<file path="src/design/csbu_regs.vh">
`ifndef CSBU_REGS_VH
`define CSBU_REGS_VH

// Operation select codes presented with an issue
`define CSBU_OP_CMP_CARRY      4'h0
`define CSBU_OP_CMP_IMM        4'h1
`define CSBU_OP_SKIP_REG_CLR   4'h2
`define CSBU_OP_SKIP_REG_SET   4'h3
`define CSBU_OP_SKIP_IO_CLR    4'h4
`define CSBU_OP_SKIP_IO_SET    4'h5
`define CSBU_OP_BR_STAT_SET    4'h6
`define CSBU_OP_BR_STAT_CLR    4'h7
`define CSBU_OP_BR_EQUAL       4'h8
`define CSBU_OP_BR_NOT_EQUAL   4'h9
`define CSBU_OP_BR_CARRY_SET   4'hA
`define CSBU_OP_BR_CARRY_CLR   4'hB
`define CSBU_OP_BR_SAME_HIGHER 4'hC
`define CSBU_OP_BR_LOWER       4'hD
`define CSBU_OP_BR_MINUS       4'hE
`define CSBU_OP_BR_PLUS        4'hF

// Status flag bit positions
`define CSBU_FLAG_C 0
`define CSBU_FLAG_Z 1
`define CSBU_FLAG_N 2
`define CSBU_FLAG_V 3
`define CSBU_FLAG_H 5

// Cycle counts per instruction outcome
`define CSBU_CYC_SINGLE   2'h1
`define CSBU_CYC_TAKEN    2'h2
`define CSBU_CYC_SKIP_ONE 2'h2
`define CSBU_CYC_SKIP_TWO 2'h3

// Program counter step past one- or two-word instruction
`define CSBU_SKIP_STEP_ONE 2'h2
`define CSBU_SKIP_STEP_TWO 2'h3

// Reset values
`define CSBU_RST_FLAGS 8'h00
`define CSBU_RST_CNT   2'h0

`endif

</file>
<file path="src/design/csbu_compare_skip_branch_unit.v">
// Function
// - Compare with carry sets flags, one cycle
// - Compare immediate sets flags, one cycle
// - Skip when register bit clear
// - Skip when register bit set
// - Skip when I/O bit clear
// - Skip when I/O bit set
// - Branch relative when status bit set
// - Branch relative when status bit clear
// - Branch on zero set or clear
// - Branch on carry set or clear
// - Unsigned same-or-higher and lower branches
// - Branch on negative set or clear
`timescale 1ns/1ps
`include "csbu_regs.vh"

module csbu_compare_skip_branch_unit #(
    parameter PC_WIDTH = 16
) (
    input  wire                ref_clk,
    input  wire                rst,
    input  wire                ce,
    input  wire                issueValid,
    output wire                issueReady,
    input  wire [3:0]          opSel,
    input  wire [7:0]          operandA,
    input  wire [7:0]          operandB,
    input  wire [2:0]          bitSel,
    input  wire [6:0]          branchOffset,
    input  wire [PC_WIDTH-1:0] pcIn,
    input  wire                nextTwoWord,
    input  wire [7:0]          statusIn,
    input  wire [5:0]          ioAddrIn,
    output wire [5:0]          ioAddr,
    output wire                ioRead,
    input  wire [7:0]          ioData,
    output reg  [7:0]          flagsOut,
    output reg                 flagsWe,
    output reg  [PC_WIDTH-1:0] pcOut,
    output reg                 pcLoad,
    output reg                 done
);

    reg  [1:0]          cntQ;
    reg  [1:0]          cntD;
    reg  [7:0]          flagsD;
    reg                 flagsWeD;
    reg  [PC_WIDTH-1:0] pcD;
    reg                 pcLoadD;
    reg                 doneD;

    wire                accept;
    wire                busy;
    wire [7:0]          subB;
    wire                carryIn;
    wire [8:0]          diff;
    wire [7:0]          res;
    wire [7:0]          borrow;
    wire                ovf;
    wire                zeroRes;
    wire                chainZero;
    wire                regBit;
    wire                ioBit;
    wire                statBit;
    wire                isSkip;
    wire                isCompare;
    reg                 cond;
    wire [PC_WIDTH-1:0] offsetExt;
    wire [PC_WIDTH-1:0] branchTarget;
    wire [PC_WIDTH-1:0] skipTarget;
    wire [PC_WIDTH-1:0] offsetPlusOne;
    wire [1:0]          skipStep;
    wire                isIoSkip;
    reg                 condSkip;
    reg                 condBranch;

    wire                flagC;
    wire                flagH;
    wire                flagV;
    wire                flagN;
    wire                flagZ;
    reg  [7:0]          cmpFlags;

    wire                takeCompare;
    wire                takeFall;
    wire                takeSkip;
    wire                takeBranch;
    wire                lastWait;
    wire [1:0]          skipWait;

    // Every code of the 4-bit select is in use
    localparam          OP_COUNT = 16;
    wire [OP_COUNT-1:0] opHot;

    // Refusal while busy keeps the multi-cycle outcomes from overlapping
    assign busy       = (cntQ != `CSBU_RST_CNT);
    assign issueReady = ~busy;
    assign accept     = ce & issueValid & ~busy;

    // The I/O read is asked for in the issue cycle; the data must return in that cycle
    assign ioAddr = ioAddrIn;
    assign isIoSkip = opHot[`CSBU_OP_SKIP_IO_CLR] | opHot[`CSBU_OP_SKIP_IO_SET];
    assign ioRead   = issueValid & ~busy & isIoSkip;

    // One-hot decode of the operation select, one line per code
    genvar gOp;
    generate
        for (gOp = 0; gOp < OP_COUNT; gOp = gOp + 1) begin : g_opDecode
            localparam [3:0] OP_CODE = gOp;
            assign opHot[gOp] = (opSel == OP_CODE);
        end
    endgenerate

    assign isCompare = opHot[`CSBU_OP_CMP_CARRY] | opHot[`CSBU_OP_CMP_IMM];
    assign isSkip    = opHot[`CSBU_OP_SKIP_REG_CLR] | opHot[`CSBU_OP_SKIP_REG_SET] |
                       opHot[`CSBU_OP_SKIP_IO_CLR] | opHot[`CSBU_OP_SKIP_IO_SET];

    // Subtraction for both compares; the difference is never stored
    assign subB    = operandB;
    assign carryIn = (opSel == `CSBU_OP_CMP_CARRY) ? statusIn[`CSBU_FLAG_C] : 1'b0;
    assign diff    = {1'b0, operandA} - {1'b0, subB} - {8'h00, carryIn};
    assign res     = diff[7:0];
    genvar gBit;
    generate
        for (gBit = 0; gBit < 8; gBit = gBit + 1) begin : g_borrow
            // Borrow out of each bit position of the difference
            assign borrow[gBit] = (~operandA[gBit] & subB[gBit]) | (subB[gBit] & res[gBit]) |
                                  (res[gBit] & ~operandA[gBit]);
        end
    endgenerate
    assign ovf     = (operandA[7] & ~subB[7] & ~res[7]) | (~operandA[7] & subB[7] & res[7]);
    assign zeroRes = (res == 8'h00);
    // Carry-chained compare keeps zero only if it was already set, for multi-byte compares
    assign chainZero = (opSel == `CSBU_OP_CMP_CARRY) ? (zeroRes & statusIn[`CSBU_FLAG_Z]) : zeroRes;

    // Flag values a compare would write
    assign flagC = borrow[7];
    assign flagH = borrow[3];
    assign flagV = ovf;
    assign flagN = res[7];
    assign flagZ = chainZero;

    assign regBit  = operandA[bitSel];
    assign ioBit   = ioData[bitSel];
    assign statBit = statusIn[bitSel];

    assign offsetExt    = {{(PC_WIDTH-7){branchOffset[6]}}, branchOffset};
    assign offsetPlusOne = offsetExt + {{(PC_WIDTH-1){1'b0}}, 1'b1};
    assign branchTarget  = pcIn + offsetPlusOne;
    assign skipStep      = nextTwoWord ? `CSBU_SKIP_STEP_TWO : `CSBU_SKIP_STEP_ONE;
    assign skipTarget    = pcIn + {{(PC_WIDTH-2){1'b0}}, skipStep};

    // Skip tests look at a data bit, branch tests at a status flag
    always @* begin
        condSkip = 1'b0;
        case (opSel)
            `CSBU_OP_SKIP_REG_CLR:   condSkip = ~regBit;
            `CSBU_OP_SKIP_REG_SET:   condSkip = regBit;
            `CSBU_OP_SKIP_IO_CLR:    condSkip = ~ioBit;
            `CSBU_OP_SKIP_IO_SET:    condSkip = ioBit;
            default:                 condSkip = 1'b0;
        endcase
    end

    always @* begin
        condBranch = 1'b0;
        case (opSel)
            `CSBU_OP_BR_STAT_SET:    condBranch = statBit;
            `CSBU_OP_BR_STAT_CLR:    condBranch = ~statBit;
            `CSBU_OP_BR_EQUAL:       condBranch = statusIn[`CSBU_FLAG_Z];
            `CSBU_OP_BR_NOT_EQUAL:   condBranch = ~statusIn[`CSBU_FLAG_Z];
            `CSBU_OP_BR_CARRY_SET:   condBranch = statusIn[`CSBU_FLAG_C];
            `CSBU_OP_BR_CARRY_CLR:   condBranch = ~statusIn[`CSBU_FLAG_C];
            `CSBU_OP_BR_SAME_HIGHER: condBranch = ~statusIn[`CSBU_FLAG_C];
            `CSBU_OP_BR_LOWER:       condBranch = statusIn[`CSBU_FLAG_C];
            `CSBU_OP_BR_MINUS:       condBranch = statusIn[`CSBU_FLAG_N];
            `CSBU_OP_BR_PLUS:        condBranch = ~statusIn[`CSBU_FLAG_N];
            default:                 condBranch = 1'b0;
        endcase
    end

    // Compares fall to the branch side, whose default keeps them untaken
    always @* begin
        cond = isSkip ? condSkip : condBranch;
    end

    // Outcome of an accepted issue; exactly one of these is high per issue
    assign takeCompare = accept & isCompare;
    assign takeFall    = accept & ~isCompare & ~cond;
    assign takeSkip    = accept & ~isCompare & cond & isSkip;
    assign takeBranch  = accept & ~isCompare & cond & ~isSkip;
    assign lastWait    = busy & (cntQ == `CSBU_CYC_SINGLE);
    // Wait cycles after the PC load: the full count minus the load cycle
    assign skipWait    = (nextTwoWord ? `CSBU_CYC_SKIP_TWO : `CSBU_CYC_SKIP_ONE) - 2'h1;

    // Sign, transfer and interrupt bits pass through unchanged
    always @* begin
        cmpFlags               = statusIn;
        cmpFlags[`CSBU_FLAG_C] = flagC;
        cmpFlags[`CSBU_FLAG_H] = flagH;
        cmpFlags[`CSBU_FLAG_V] = flagV;
        cmpFlags[`CSBU_FLAG_N] = flagN;
        cmpFlags[`CSBU_FLAG_Z] = flagZ;
    end

    // Busy countdown; a new count is loaded only from idle
    always @* begin
        cntD = cntQ;
        if (busy) begin
            cntD = cntQ - 2'h1;
        end else if (takeSkip) begin
            cntD = skipWait;
        end else if (takeBranch) begin
            cntD = `CSBU_CYC_TAKEN - 2'h1;
        end
    end

    // Flags are written only by a compare
    always @* begin
        flagsD   = flagsOut;
        flagsWeD = 1'b0;
        if (takeCompare) begin
            flagsD   = cmpFlags;
            flagsWeD = 1'b1;
        end
    end

    // Fall-through leaves the PC to the fetch logic
    always @* begin
        pcD     = pcOut;
        pcLoadD = 1'b0;
        if (takeSkip) begin
            pcD     = skipTarget;
            pcLoadD = 1'b1;
        end else if (takeBranch) begin
            pcD     = branchTarget;
            pcLoadD = 1'b1;
        end
    end

    // Single-cycle outcomes finish at once, multi-cycle ones on the last wait
    always @* begin
        doneD = 1'b0;
        if (lastWait | takeFall) begin
            doneD = 1'b1;
        end else if (takeCompare) begin
            doneD = 1'b1;
        end
    end

    always @(posedge ref_clk) begin
        if (rst) begin
            cntQ <= `CSBU_RST_CNT;
        end else if (ce) begin
            cntQ <= cntD;
        end
    end

    always @(posedge ref_clk) begin
        if (rst) begin
            flagsOut <= `CSBU_RST_FLAGS;
        end else if (ce) begin
            flagsOut <= flagsD;
        end
    end

    // Pulses freeze with ce too, so a stalled consumer still sees them
    always @(posedge ref_clk) begin
        if (rst) begin
            flagsWe <= 1'b0;
        end else if (ce) begin
            flagsWe <= flagsWeD;
        end
    end

    always @(posedge ref_clk) begin
        if (rst) begin
            pcOut <= {PC_WIDTH{1'b0}};
        end else if (ce) begin
            pcOut <= pcD;
        end
    end

    always @(posedge ref_clk) begin
        if (rst) begin
            pcLoad <= 1'b0;
        end else if (ce) begin
            pcLoad <= pcLoadD;
        end
    end

    always @(posedge ref_clk) begin
        if (rst) begin
            done <= 1'b0;
        end else if (ce) begin
            done <= doneD;
        end
    end

endmodule

</file>
<file path="config.mk">
export PLATFORM = sky130hd
export DESIGN_NAME = csbu_compare_skip_branch_unit
export DESIGN_NICKNAME = d
export VERILOG_FILES = /design/src/design/csbu_compare_skip_branch_unit.v
export VERILOG_INCLUDE_DIRS = /design/src /design/src/design
export SDC_FILE = /design/constraint.sdc
export NUM_CORES = 1
export LEC_CHECK = 0
export BUFFER_PORTS_ARGS = -buffer_cell sky130_fd_sc_hd__buf_2
export CORE_ASPECT_RATIO = 0.6
export CORE_UTILIZATION = 30
export DETAILED_ROUTE_END_ITERATION = 7
export SLEW_MARGIN = 20
export SYNTH_ARGS = -nofsm -noshare
export SYNTH_HDL_FRONTEND = slang
export SYNTH_SLANG_ARGS = --single-unit
</file>
<file path="constraint.sdc">
create_clock -name ref_clk -period 9 [get_ports ref_clk]
set_input_delay 0 -clock ref_clk [delete_from_list [all_inputs] [get_ports ref_clk]]
set_output_delay 0 -clock ref_clk [all_outputs]
set_load 0.1 [all_outputs]
</file>
==> reports/results.tsv <==
metric	value	unit
worstSetupEndpointType	register	
vdd_ir_drop_max	0.0656	mV
met1_usage	0.254	
io_pins	108	
vias_per_cell	5.15	
synth-compound-area-share	0.185	
cts_tree	yes	
grt_pass1_vias	2832	
drtAntennaViolNets	0	
antenna_found_initial	0	
cts.sinks	29	
ys_seq_area_frac	0.208	
cts_resized	0	
period_share	0.447	
rows	26	
timing.setup.tns	0	ns
die_area	9720	sq um
skew	0.00465	ns
postPlaceCellArea	3300	sq um
wl_per_cell	14.8	um
final_cell_mix	95 x buf_2, 35 x nand2_1, 34 x nor2_1, 30 x inv_1, 29 x dfxtp_1	
clkTransAtPathRegs	0.05	ns
routed_wl	8.28	mm
root_buffer	clkbuf_16	
postCtsHoldBufs	4	
yosys_warnings	0	
postSynthAreaPerCell	7.76	sq um
drc	0	
grt_overflow	0	
final_layout_size_suffix_gt1_frac	0.270	
routabilityCongestion	0.860	
portBuffers	95	
pwr-share-comb	0.367	
fin_nets	545	
grt.total_usage	0.178	
drt_iter0_drc	172	
synth_cell_type_count	57	
start_util	0.318	
clock_latency	0.27	ns
crit_fanout	10	
synth-adder-area-share	0.120	
finalCriticalPeriod	4.02	ns
dieHeight	76.8	um
hold_viol	0	
cts_buffers	5	
rsz0062_at_grt	false	
status	completed	
htreeDepth	2	
synth_ff_type	dfxtp_1	
syn_area	2790	sq um
worstHoldPathType	input pin to primary output	
grt_max_degree	34	
synth_fp_nets	458	
post-cts-setup-buffers	0	
cp.required	9.22	ns
final_area	3490	sq um
grt-busiest-layer	met2	
power.density	141	nW/um^2
grt_util_met2	0.272	
setup_violations	0	
core_area	8780	sq um
cap_violations	0	
postSynth.asyncResetShare	0	
power.internal	314	uW
synth-simple-area-share	0.268	
worstSetupStartpointType	register	
postSynthCellCount	360	
share_seq_of_total_power	0.277	
dpl.hpwl	6.82	mm
vias	2886	
muxShareOfSynthArea	0.0873	
fin_util	0.398	
ys_ff_latch	29	
clkPwrFrac	0.356	
dr.pass1.iters	4	
switching_share	0.362	
tightestPinTransition	1.05	ns
area_growth	25.1	%
cts_max_path_buffers	2	
leakagePower	0.00161	uW
fp.dieW	127	um
synth_edf_count	0	
max_freq	249	MHz
synth_top_family_by_area	simple AND/OR/NAND/NOR gates	
grt_pass1_wl	13.9	mm
num_antenna_cells	0	
synth_xor_area_frac	0.0502	
grt_util_met3	0.0454	
relSlewSlack	0.299	
slew_violations	0	
mostFrequentLayoutCell	buf_2	
switching_power	178	uW
worstPathArrival	4.24	ns
path_class	register to register	
routing by layer:
layer / up-vias / wire, um
li1: 1455 / -
met3: 4 / 725
met2: 82 / 3360
met1: 1345 / 4160
met5: - / 0
met4: 0 / 29
power groups by stage:
stage               Combinational, uW  Sequential (uW)  Clock [uW]
floorplan                         111              174           0
global placement                  175              139           0
detailed placement                178              139           0
CTS                               181              136         178
global route                      199              137         185
finish                            180              136         175
worst paths after layout:
check	from	endpoint	slack (ns)	cells after the start
worst max-delay path	cntQ[0]	pcOut[9]	4.98	15
worst max register to register	cntQ[0]	pcOut[9]	4.98	15
worst min-delay path	ioAddrIn[4]	ioAddr[4]	0.0002	0
worst min register to register	pcOut[1]	pcOut[1]	0.45	2
critical path: stages (launching register included):
cell,delay [ns]
dfxtp_1,0.34
nand4bb_1,0.27
nor2_1,0.16
o21ai_0,0.21
o22ai_4,0.35
nand2_1,0.14
o21ai_0,0.10
ha_1,0.22
a21o_1,0.13
a21oi_1,0.09
nor2b_1,0.12
o21ai_0,0.12
a211oi_1,0.86
nand4_1,0.26
a2111oi_2,0.42
a311o_1,0.17
metrics by stage:
step                      setup WS, ns  total power [uW]  std cells  hold slack [ns]
after floorplan                   4.93               284        360            0.140
after global placement            4.94               314        548         0.000681
after detailed placement          4.82               317        548         0.000681
after CTS                         4.99               496        560         0.000681
after global routing              4.63               520        560         0.000565
final                             4.98               491        560         0.000217
synth_stat cells (4+ instances only):
cell type / instances / share of area
inv_1: 30 / 0.040
nor3_1: 21 / 0.038
buf_4: 7 / 0.019
clkbuf_1: 5 / 0.0067
a21o_1: 4 / 0.011
o21ai_0: 18 / 0.032
nor2_1: 34 / 0.046
mux2i_1: 7 / 0.025
mux4_2: 6 / 0.048
a21boi_0: 4 / 0.011
nor4_1: 5 / 0.011
nor3b_1: 5 / 0.013
a211oi_1: 4 / 0.011
buf_2: 6 / 0.011
dfxtp_1: 29 / 0.21
xnor2_1: 12 / 0.038
and3_1: 6 / 0.013
a21oi_1: 26 / 0.047
nand2_1: 35 / 0.047
nand3_1: 15 / 0.027
nor2b_1: 8 / 0.018
xor2_1: 4 / 0.013
ha_1: 22 / 0.099
cells by family after synthesis:
kind of cell    count (synthesis)
buf+inv                        50
mux                            16
flops                          29
xor+xnor                       16
simple gates                  147
compound gates                 77
fa+ha+maj                      25
state kept, by name, summed over array words and instances, names as in the netlist:
name	cells
cntQ	2
done	1
flagsOut	8
flagsWe	1
pcLoad	1
pcOut	16
layout make-up:
| class | count | area [sq um] |
|---|---|---|
| well taps | 112 | 140 |
| fillers | 914 | 5290 |
| flip-flops and latches | 29 | 581 |
| clock buffers | 7 | 153 |
| multi-input cells | 281 | 1980 |
| repair buffers | 99 | 515 |
| clock inverters | 1 | 5.00 |
| inverters | 31 | 116 |
No activity file was read; power rests on OpenSTA's default activity.
